==> config.mk <==
export PLATFORM = sky130hd
export DESIGN_NAME = usb_device_status_regs
export DESIGN_NICKNAME = d
export VERILOG_FILES = /design/src/design/usb_status_pkg.sv /design/src/design/frame_tick_gen.sv /design/src/design/usb_device_status_regs.sv
export SDC_FILE = /design/constraint.sdc
export NUM_CORES = 1
export LEC_CHECK = 0
export BUFFER_PORTS_ARGS = -buffer_cell sky130_fd_sc_hd__buf_2
export CORE_ASPECT_RATIO = 1.5
export CORE_MARGIN = 5
export CORE_UTILIZATION = 45
export DETAILED_ROUTE_END_ITERATION = 10
export PLACE_DENSITY = 0.71
export SKIP_LAST_GASP = 1
export SLEW_MARGIN = 20
export SYNTH_ARGS = -nofsm -noshare
export SYNTH_HDL_FRONTEND = slang
export SYNTH_SLANG_ARGS = --single-unit
export TNS_END_PERCENT = 20
==> constraint.sdc <==
create_clock -name clk -period 4.98 [get_ports clk]
set_clock_uncertainty 0.15 [all_clocks]
set_input_delay 0.996 -clock clk [delete_from_list [all_inputs] [get_ports clk]]
set_output_delay 0.996 -clock clk [all_outputs]
set_load 0.01 [all_outputs]
==> src/design/usb_status_pkg.sv <==
// What this block does
// - endpoint 0 receive sets bit 10; 9 reserved
// - setup token on endpoint 0 sets bit 8
// - bus supply rising edge sets bit 7
// - dma reason change sets bit 6
// - full to high speed sets bit 5
// - leaving suspend sets bit 4
// - entering suspend sets bit 3
// - free running frame tick sets bit 2
// - received frame marker sets bit 1
// - bus reset sets bit 0 outside otg
// - otg mode: 2 ms se0 sets bit 0
// - read-only 24-bit identity register layout
// - frame and microframe numbers, read-only
// - byte reads return low byte first
// - 16-bit scratch register, no side effects
// - scratch bytes cleared by both resets
// - status zero at reset, bus reset bit0 outside otg, zero in otg
package usb_status_pkg;

    // ----------------------------------------
    // register map (byte addresses)
    // ----------------------------------------
    localparam logic [7:0] IRQ_STATUS_OFS = 8'h18;
    localparam logic [7:0] CONTROL_OFS    = 8'h1c;
    localparam logic [7:0] IDENTITY_OFS   = 8'h70;
    localparam logic [7:0] FRAME_OFS      = 8'h74;
    localparam logic [7:0] SCRATCH_OFS    = 8'h78;

    // ----------------------------------------
    // interrupt status bit positions
    // ----------------------------------------
    localparam int IRQ_BITS          = 11;
    localparam int BUS_RESET_BIT     = 0;
    localparam int SOF_BIT           = 1;
    localparam int FRAME_TICK_BIT    = 2;
    localparam int SUSPEND_BIT       = 3;
    localparam int RESUME_BIT        = 4;
    localparam int HIGHSPEED_BIT     = 5;
    localparam int DMA_BIT           = 6;
    localparam int VBUS_BIT          = 7;
    localparam int SETUP_BIT         = 8;
    localparam int RESERVED_IRQ_BIT  = 9;
    localparam int CTRL_RX_BIT       = 10;
    localparam logic [IRQ_BITS-1:0] IRQ_CHIP_RESET = 11'h000;
    localparam logic [IRQ_BITS-1:0] IRQ_BUS_RESET  = 11'h001;

    // ----------------------------------------
    // control register fields
    // ----------------------------------------
    localparam int OTG_ENABLE_BIT  = 0;
    localparam int BYTE_ACCESS_BIT = 1;
    localparam logic [1:0] CONTROL_RESET = 2'h0;

    // ----------------------------------------
    // identity and frame fields
    // ----------------------------------------
    localparam int PART_LOW_LSB  = 16;
    localparam int PART_HIGH_LSB = 8;
    localparam int REVISION_LSB  = 0;
    localparam int FRAME_W       = 11;
    localparam int MICRO_W       = 3;
    localparam int MICRO_LSB     = 11;
    localparam logic [13:0] FRAME_RESET   = 14'h0000;
    localparam logic [15:0] SCRATCH_RESET = 16'h0000;

    // ----------------------------------------
    // times and derived cycle counts
    // ----------------------------------------
    localparam int CLK_PERIOD_NS   = 10;
    localparam int FS_FRAME_MS     = 1;
    localparam int HS_FRAME_US     = 125;
    localparam int SE0_HOLD_MS     = 2;
    localparam int FS_FRAME_CYCLES = FS_FRAME_MS * 1000000 / CLK_PERIOD_NS;
    localparam int HS_FRAME_CYCLES = HS_FRAME_US * 1000 / CLK_PERIOD_NS;
    localparam int SE0_HOLD_CYCLES = SE0_HOLD_MS * 1000000 / CLK_PERIOD_NS;

endpackage

==> src/design/frame_tick_gen.sv <==
`timescale 1ns/1ns
module frame_tick_gen #(
    parameter int FS_CYCLES = usb_status_pkg::FS_FRAME_CYCLES,
    parameter int HS_CYCLES = usb_status_pkg::HS_FRAME_CYCLES
) (
    input  wire logic clk,
    input  wire logic reset_n,
    input  wire logic high_speed,
    output logic      tick
);

    localparam int CNT_W = $clog2(FS_CYCLES + 1);

    generate
        if (FS_CYCLES < 2 || HS_CYCLES < 2 ||
            HS_CYCLES > FS_CYCLES) begin : g_chk
            $error("frame_tick_gen: bad period");
        end
    endgenerate

    logic [CNT_W-1:0] count_q;
    logic             speed_q;
    logic             tick_q;

    // ----------------------------------------
    // free running period counter
    // ----------------------------------------
    // not aligned to bus markers on purpose: keeps ticking when none arrive
    always_ff @(posedge clk or negedge reset_n) begin
        if (!reset_n) begin
            count_q <= '0;
            speed_q <= 1'b0;
        end else begin
            speed_q <= high_speed;
            if (speed_q != high_speed) begin
                count_q <= '0;
            end else if (high_speed && count_q >= CNT_W'(HS_CYCLES - 1)) begin
                count_q <= '0;
            end else if (count_q >= CNT_W'(FS_CYCLES - 1)) begin
                count_q <= '0;
            end else begin
                count_q <= count_q + 1'b1;
            end
        end
    end

    always_ff @(posedge clk or negedge reset_n) begin
        if (!reset_n) begin
            tick_q <= 1'b0;
        end else begin
            tick_q <= (speed_q == high_speed) &&
                      (high_speed ? count_q == CNT_W'(HS_CYCLES - 1)
                                  : count_q == CNT_W'(FS_CYCLES - 1));
        end
    end

    assign tick = tick_q;

endmodule

==> src/design/usb_device_status_regs.sv <==
`timescale 1ns/1ns
module usb_device_status_regs #(
    parameter int             FS_CYCLES    = usb_status_pkg::FS_FRAME_CYCLES,
    parameter int             HS_CYCLES    = usb_status_pkg::HS_FRAME_CYCLES,
    parameter int             SE0_CYCLES   = usb_status_pkg::SE0_HOLD_CYCLES,
    parameter int             DMA_REASON_W = 16,
    // arbitrary identity values, not those of any part
    parameter logic [15:0]    PART_CODE    = 16'h5aa5,
    parameter logic [7:0]     HW_REVISION  = 8'h01
) (
    input  wire logic                    clk,
    input  wire logic                    reset_n,
    input  wire logic [7:0]              addr,
    input  wire logic [31:0]             wdata,
    input  wire logic                    wr_en,
    input  wire logic                    rd_en,
    output logic      [31:0]             rdata,
    input  wire logic                    ctrl_ep_rx_event,
    input  wire logic                    ctrl_ep_setup_event,
    input  wire logic                    vbus_sense,
    input  wire logic [DMA_REASON_W-1:0] dma_reason,
    input  wire logic                    high_speed,
    input  wire logic                    bus_suspended,
    input  wire logic                    sof_valid,
    input  wire logic [10:0]             sof_frame,
    input  wire logic [2:0]              sof_micro,
    input  wire logic                    bus_reset_event,
    input  wire logic                    se0_seen,
    output logic                         frame_tick,
    output logic                         otg_mode
);

    localparam int SE0_W = $clog2(SE0_CYCLES + 1);
    localparam int NIRQ  = usb_status_pkg::IRQ_BITS;

    generate
        if (SE0_CYCLES < 2 || DMA_REASON_W < 1) begin : g_chk
            $error("usb_device_status_regs: bad parameter");
        end
    endgenerate

    // ----------------------------------------
    // address decode
    // ----------------------------------------
    logic sel_irq;
    logic sel_ctrl;
    logic sel_id;
    logic sel_frame;
    logic sel_scratch;

    assign sel_irq     = addr == usb_status_pkg::IRQ_STATUS_OFS;
    assign sel_ctrl    = addr == usb_status_pkg::CONTROL_OFS;
    assign sel_id      = addr == usb_status_pkg::IDENTITY_OFS;
    assign sel_frame   = addr == usb_status_pkg::FRAME_OFS;
    assign sel_scratch = addr == usb_status_pkg::SCRATCH_OFS;

    // ----------------------------------------
    // control register
    // ----------------------------------------
    logic [1:0] control_q;
    logic       byte_access;

    always_ff @(posedge clk or negedge reset_n) begin
        if (!reset_n) begin
            control_q <= usb_status_pkg::CONTROL_RESET;
        end else if (wr_en && sel_ctrl) begin
            control_q <= wdata[1:0];
        end
    end

    assign otg_mode    = control_q[usb_status_pkg::OTG_ENABLE_BIT];
    assign byte_access = control_q[usb_status_pkg::BYTE_ACCESS_BIT];

    // ----------------------------------------
    // input edge detection
    // ----------------------------------------
    logic                    vbus_q;
    logic                    hs_q;
    logic                    suspend_irq_q;
    logic [DMA_REASON_W-1:0] dma_prev_q;

    always_ff @(posedge clk or negedge reset_n) begin
        if (!reset_n) begin
            vbus_q     <= 1'b0;
            hs_q       <= 1'b0;
            suspend_irq_q     <= 1'b0;
            dma_prev_q <= '0;
        end else begin
            vbus_q     <= vbus_sense;
            hs_q       <= high_speed;
            suspend_irq_q     <= bus_suspended;
            dma_prev_q <= dma_reason;
        end
    end

    // ----------------------------------------
    // se0 hold timer for otg mode
    // ----------------------------------------
    logic [SE0_W-1:0] se0_count_q;
    logic             se0_hit;

    // saturates so one long se0 raises the flag only once
    always_ff @(posedge clk or negedge reset_n) begin
        if (!reset_n) begin
            se0_count_q <= '0;
        end else if (!se0_seen || !otg_mode) begin
            se0_count_q <= '0;
        end else if (se0_count_q != SE0_W'(SE0_CYCLES)) begin
            se0_count_q <= se0_count_q + 1'b1;
        end
    end

    assign se0_hit = se0_seen && otg_mode &&
                     se0_count_q == SE0_W'(SE0_CYCLES - 1);

    // ----------------------------------------
    // internal frame tick
    // ----------------------------------------
    logic tick;

    frame_tick_gen #(
        .FS_CYCLES (FS_CYCLES),
        .HS_CYCLES (HS_CYCLES)
    ) u_tick (
        .clk        (clk),
        .reset_n    (reset_n),
        .high_speed (high_speed),
        .tick       (tick)
    );

    assign frame_tick = tick;

    // ----------------------------------------
    // interrupt events
    // ----------------------------------------
    logic [NIRQ-1:0] irq_event;

    always_comb begin
        irq_event = '0;
        irq_event[usb_status_pkg::CTRL_RX_BIT] = ctrl_ep_rx_event;
        irq_event[usb_status_pkg::SETUP_BIT] = ctrl_ep_setup_event;
        irq_event[usb_status_pkg::VBUS_BIT] = vbus_sense && !vbus_q;
        irq_event[usb_status_pkg::DMA_BIT] =
            dma_reason != dma_prev_q;
        // a drop to full speed or a suspend never raises it
        irq_event[usb_status_pkg::HIGHSPEED_BIT] =
            high_speed && !hs_q;
        irq_event[usb_status_pkg::RESUME_BIT] =
            !bus_suspended && suspend_irq_q;
        irq_event[usb_status_pkg::SUSPEND_BIT] =
            bus_suspended && !suspend_irq_q;
        irq_event[usb_status_pkg::FRAME_TICK_BIT] = tick;
        irq_event[usb_status_pkg::SOF_BIT] = sof_valid;
        irq_event[usb_status_pkg::BUS_RESET_BIT] = se0_hit;
    end

    // ----------------------------------------
    // sticky interrupt status
    // ----------------------------------------
    logic [NIRQ-1:0] irq_q;
    logic [NIRQ-1:0] irq_bus_reset_val;

    always_comb begin
        irq_bus_reset_val = usb_status_pkg::IRQ_CHIP_RESET;
        if (!otg_mode) begin
            irq_bus_reset_val = usb_status_pkg::IRQ_BUS_RESET;
        end
    end

    genvar gi;
    generate
        for (gi = 0; gi < NIRQ; gi++) begin : g_irq
            if (gi == usb_status_pkg::RESERVED_IRQ_BIT) begin : g_rsv
                assign irq_q[gi] = 1'b0;
            end else begin : g_bit
                always_ff @(posedge clk or negedge reset_n) begin
                    if (!reset_n) begin
                        irq_q[gi] <=
                            usb_status_pkg::IRQ_CHIP_RESET[gi];
                    end else if (bus_reset_event) begin
                        irq_q[gi] <= irq_bus_reset_val[gi];
                    end else if (irq_event[gi]) begin
                        // set beats a clear in the same cycle
                        irq_q[gi] <= 1'b1;
                    end else if (wr_en && sel_irq && wdata[gi]) begin
                        irq_q[gi] <= 1'b0;
                    end
                end
            end
        end
    endgenerate

    // ----------------------------------------
    // frame number register
    // ----------------------------------------
    logic [13:0] frame_q;

    // one wide register, so both fields always move together
    always_ff @(posedge clk or negedge reset_n) begin
        if (!reset_n) begin
            frame_q <= usb_status_pkg::FRAME_RESET;
        end else if (bus_reset_event) begin
            frame_q <= usb_status_pkg::FRAME_RESET;
        end else if (sof_valid) begin
            frame_q <= {sof_micro, sof_frame};
        end
    end

    // ----------------------------------------
    // byte-wide frame read sequencing
    // ----------------------------------------
    logic       high_next_q;
    logic [7:0] high_hold_q;

    // high byte is frozen at the low-byte read, so a marker
    // landing between the two reads cannot tear the value
    always_ff @(posedge clk or negedge reset_n) begin
        if (!reset_n) begin
            high_next_q <= 1'b0;
            high_hold_q <= 8'h00;
        end else if (!byte_access) begin
            high_next_q <= 1'b0;
        end else if (rd_en && sel_frame) begin
            high_next_q <= !high_next_q;
            if (!high_next_q) begin
                high_hold_q <= {2'b00, frame_q[13:8]};
            end
        end
    end

    // ----------------------------------------
    // scratch register
    // ----------------------------------------
    logic [7:0] scratch_high_byte_q;
    logic [7:0] scratch_low_byte_q;

    always_ff @(posedge clk or negedge reset_n) begin
        if (!reset_n) begin
            scratch_high_byte_q <= usb_status_pkg::SCRATCH_RESET[15:8];
            scratch_low_byte_q  <= usb_status_pkg::SCRATCH_RESET[7:0];
        end else if (bus_reset_event) begin
            scratch_high_byte_q <=
                usb_status_pkg::SCRATCH_RESET[15:8];
            scratch_low_byte_q  <=
                usb_status_pkg::SCRATCH_RESET[7:0];
        end else if (wr_en && sel_scratch) begin
            scratch_high_byte_q <= wdata[15:8];
            scratch_low_byte_q  <= wdata[7:0];
        end
    end

    // ----------------------------------------
    // identity word
    // ----------------------------------------
    logic [23:0] part_identity;

    assign part_identity = {PART_CODE[7:0],
                            PART_CODE[15:8],
                            HW_REVISION};

    // ----------------------------------------
    // read mux and read data register
    // ----------------------------------------
    logic [31:0] rdata_d;
    logic [31:0] rdata_q;

    always_comb begin
        rdata_d = 32'h0000_0000;
        if (rd_en) begin
            if (sel_irq) begin
                rdata_d[NIRQ-1:0] = irq_q;
            end else if (sel_ctrl) begin
                rdata_d[1:0] = control_q;
            end else if (sel_id) begin
                rdata_d[23:0] = part_identity;
            end else if (sel_frame && byte_access) begin
                rdata_d[7:0] = high_next_q ? high_hold_q
                                           : frame_q[7:0];
            end else if (sel_frame) begin
                rdata_d[13:0] = frame_q;
            end else if (sel_scratch) begin
                rdata_d[15:0] = {scratch_high_byte_q,
                                 scratch_low_byte_q};
            end
        end
    end

    // unmapped and write-only accesses read as zero
    always_ff @(posedge clk or negedge reset_n) begin
        if (!reset_n) begin
            rdata_q <= 32'h0000_0000;
        end else begin
            rdata_q <= rdata_d;
        end
    end

    assign rdata = rdata_q;

endmodule

# Word-level counts from Yosys, hierarchy flattened

Index checks and enable logic that the tools add are counted.

Add/subtract/negate cells: 2
$lt $le $gt $ge: 2
Eq/ne operators: 13
Mux-type cells: 64
Bitwise gates (word level): 1
Reductions and logical operators: 45

Operators by type and width:

| operator              | number |
|---|---|
| $mux 16               | 8 |
| $mux 8                | 8 |
| $mux 17               | 3 |
| $mux 14               | 3 |
| $mux 18               | 2 |
| $mux 1                | 34 |
| $reduce_bool 3->1     | 10 |
| $eq 8x7->1 const B    | 3 |
| $mux 24               | 1 |
| $logic_and 1x1->1     | 23 |
| $mux 22               | 1 |
| $add 18x1->18 const B | 1 |
| $eq 18x18->1 const B  | 1 |
| $ne 18x18->1 const B  | 1 |
| $add 17x1->17 const B | 1 |
| $eq 17x14->1 const B  | 1 |
| $eq 17x17->1 const B  | 1 |
| $ge 17x14->1 const B  | 1 |
| $ge 17x17->1 const B  | 1 |
| $eq 8x5->1 const B    | 2 |
| $ne 16x16->1          | 1 |
| $mux 13               | 1 |
| $mux 11               | 1 |
| $logic_not 1->1       | 7 |
| other kinds (8)       | 11 |

Bits in registers: 128
Input bits: 82
Output and inout bits: 34
Word-level logic and storage cells: 151

# Depth between registers and ports, before layout

Word-level depth: 14
Depth in mapped cells: 8

# Cells and area by module

Synthesis repeated with hierarchy kept, for this count alone.

Cell total of the unflattened synthesis: 538
Area total of the unflattened synthesis: 5821.8 µm²

Modules (own cells, without submodules):

| module                 | instances | cells each | area an instance (µm²) | sequential area each (µm²) |
|---|---|---|---|---|
| usb_device_status_regs | 1         | 432        | 4759.6                 | 2577.5 |
| frame_tick_gen         | 1         | 106        | 1062.3                 | 475.5 |

# Worst setup path after synthesis

OpenSTA, ideal clock, no wires.

Kind: input -> register
Start: input port addr[1]
End: register high_hold_q[0]
Setup time: 0.125 ns
Arrival time: 2.371 ns
Data required time: 4.705 ns
Slack: 2.334 ns
Cell stages on the path: 6
Path buffers: 1
Path through: nor4b_4 and3_1 buf_6 nand2_4 nor3b_4 mux2_2

Word-level cells in the longest chain between the ends: 3

Ends and longest elaborated chain:

| what                       | RTL line                      | text |
|---|---|---|
| start: declaration         | usb_device_status_regs.sv:13  | `input wire logic [7:0] addr,` |
| $eq 8x7->1                 | usb_device_status_regs.sv:54  | `assign sel_frame = addr == usb_status_pkg::FRAME_OFS;` |
| $logic_and 1x1->1          | usb_device_status_regs.sv:223 | `end else if (rd_en && sel_frame) begin` |
| $reduce_and 3->1 (no line) | -                             |  |
| end signal: assignment     | usb_device_status_regs.sv:226 | `high_hold_q <= {2'b00, frame_q[13:8]};` |
| end: declaration           | usb_device_status_regs.sv:213 | `logic [7:0] high_hold_q;` |

No other way between the ends.
A chain may end at the register's enable or synchronous reset.

# Worst setup path after layout

Start: input port addr[2]
End: register high_hold_q[2]

The elaborated chain is that of the path after synthesis.

==> run summary <==
outcome - finished, final reports clean
vias per std cell - 5.33
Levels on crit path - 6
port bufs - 87
Worst Hold Class - reg2reg
Max IR drop VDD - 0.175 mV
Worst Hold Launch - irq_q[3]
reg2reg path depth - 5
Seq cells post-synth - 121
Synth Flop Type - dfrtp_1
count of cell types in the netlist - 54
H-tree depth - 4
setup violators final - 0
Critical-path top delay cell - nor2b_1
Slew Viols, Final - 0
die area - 14800 um2
Final Cycle Share - 0.605
syn_area_per_cell - 10.8 um2
CTS Hold Buffers Added - 0
hpwl dp - 9590 um
largest net degree at the start of global routing - 55
CTS tree - yes
worst path arrival time - 3.16 ns
Final Hold Viols - 0
Core Box Area - 12300 um2
cell count of the worst hold path - 2
Slew @ Worst Pin - 0.955 ns
area of the multi-input gates - 2370 um2
area grow syn2layout - 20.0%
share of layout cells above drive strength 1 - 0.233
Crit Reg-Reg Startpoint - u_tick.count_q[14]
Site Rows - 50
Die Y - 147 um
Starting Density - 0.455
mapped cell area - 5600 um2
headroom to the max-slew limit - 0.359
Pwr Total - 2.48 mW
FF/Latch Area - 3030 um2
nets - 691
first-pass GRT wire length - 22000 um
critical setup path kind - in2reg
clk_lat worst skew - 0.42 ns
GP Congestion - 0.890
CTS Root Cell - clkbuf_16
drt first pass iters - 4
Max Buffers Root-to-Sink - 2
Synth area leaders - dfrtp_1, nor2_1, xor2_1
PostCTS Resize Cnt - 0
Synth Instances - 521
clock sink count - 121
n_diodes - 0
register area share after synthesis - 0.540
Reg-to-Reg End - u_tick.count_q[6]
startpoint types - input pin
Power per Cell Area - 369 nW/um2
Final ANT Viol Nets - 0
fin crit period - 3.01 ns
Post-synth EDFFs - 0
setup bufs post-CTS - 0
worst-path cell chain - buf_2, nor2b_1, and3_1, nand2_4, nor3b_4, mux2_2
flop2flop setup slack - 2.87 ns
initial antenna violation count - 0
fmax - 332 MHz
Iteration-0 DRC Markers - 247
total global routing overflow - 0
Yosys warnings - 0
Worst Hold Path EP - rdata[3]
Die Wd - 101 um
CTS buffer count - 17
RSZ-0062 raised after global routing - no
Critical Path RT - 5.13 ns
CP delay by family, top - simple AND/OR/NAND/NOR gates
WL final - 13300 um
GRT Total Usage - 0.190
Synth top area share - 0.540
Synth async-reset ratio - 1.00
vias in the first global route - 4368
Clock Pin Slew Worst Setup and Hold Paths - 0.06 ns
Fill cells - 1058
Routed WL per cell - 17.1 um
crit path max fanout - 12
post-synth top area cell - dfrtp_1
max incr delay on CP - 0.54 ns
critical path capture point type - flip-flop
Final TNS setup - 0 ns
crit path buf inv count - 1
vias post-DR - 4124
top-level I/O count - 116
max cap viols - 0
static leakage - 3.16 nW
number of remaining DRC errors - 0
report_power, final:
group	internal [mW]	leakage, nW	switching [mW]
logic	0.0534	1.23	0.0872
registers	1.01	1.62	0.0181
clock network	0.853	0.303	0.459
worst min-delay path: stages, from the launching register on:
cell and delay, ns:
dfrtp_1 0.36, nand2_1 0.05, o21ai_0 0.06
layout make-up:
cell class	instances	area share
Sequential cell	121	0.450
Multi-Input combinational cell	365	0.353
Timing Repair Buffer	89	0.0674
Clock buffer	18	0.0653
Clock inverter	14	0.0292
Tap cell	156	0.0290
Inverter	11	0.00614
layout by cell type, fill, tap and decap left out, types with 12 or more instances in the layout:
master     synthesis  layout
nor2_1            70      70
xor2_1            29      29
nor2b_1           14      14
buf_2              6      86
nand3_1           18      18
conb_1             1      12
xnor2_1           17      17
clkbuf_16          0      17
o21ai_0           12      12
nand2_1           39      39
a21oi_1           14      14
a22o_1            23      23
dfrtp_1          121     121
mux2i_1           16      16
mux2_2            13      13
metrics by stage:
stage	cell area, um2	setup WS (ns)	hold slack [ns]	util	std cells
floorplan	5640	2.33	0.300	-	532
global placement	6090	1.63	0.325	0.494	742
detailed placement	6090	1.59	0.334	0.494	742
CTS	6720	2.01	0.341	0.546	774
global route	6720	1.88	0.367	0.546	774
finish	6720	1.97	0.352	0.546	774
flip-flops by register name, summed over array words and instances, names as in the netlist:
name,cells
control_q,2
u_tick.tick,1
suspend_irq_q,1
scratch_low_byte_q,8
high_hold_q,6
high_next_q,1
se0_count_q,18
u_tick.count_q,17
rdata,17
vbus_q,1
scratch_high_byte_q,8
dma_prev_q,16
irq_q,10
frame_q,14
u_tick.speed_q,1
logic make-up after synthesis:
logic type                 Yosys count  share of synthesized area
DFF                                121                      0.540
xor gates and xnor gates            46                     0.0719
AOI/OAI and AO/OA                   74                     0.0949
adders and majority gates            4                    0.00893
and+or+nand+nor                    200                      0.185
muxes                               29                     0.0547
other                                1                   0.000669
buffers and inverters               46                     0.0438
metal layers:
metal,vias to the layer above,GRT usage,share of wire,routed length (um)
met1,2029,0.216,0.37,4940
met2,118,0.339,0.55,7340
li1,1955,-,-,-
met5,-,0,0,0
met3,22,0.0454,0.055,727
met4,0,0.0732,0.020,263
cell usage after synthesis, drive strengths merged (2+ instances only):
library cell,number
dfrtp,121
nor2,71
nand2,40
xor2,29
a22o,23
buf,23
nand3,18
xnor2,17
mux2i,16
a21oi,15
nor2b,14
mux2,13
clkbuf,12
o21ai,12
inv,11
and3,10
nor4,10
nand4,8
a22oi,7
nor3,7
and4,4
ha,4
a21o,3
a32oi,3
and2,3
or3,3
a31oi,2
nand2b,2
nor3b,2
nor4b,2
nor4bb,2
o22ai,2
worst max path at each step:
| stage | start | to | slack (ns) |
|---|---|---|---|
| floorplan | addr[1] | high_hold_q[0] | 2.33 |
| global placement | addr[2] | high_hold_q[0] | 1.63 |
| detailed placement | addr[2] | high_hold_q[3] | 1.59 |
| CTS | addr[2] | high_hold_q[2] | 2.01 |
| global route | addr[2] | high_hold_q[2] | 1.88 |
| finish | addr[2] | high_hold_q[2] | 1.97 |
Note: power is estimated with default switching activity, not from simulation.
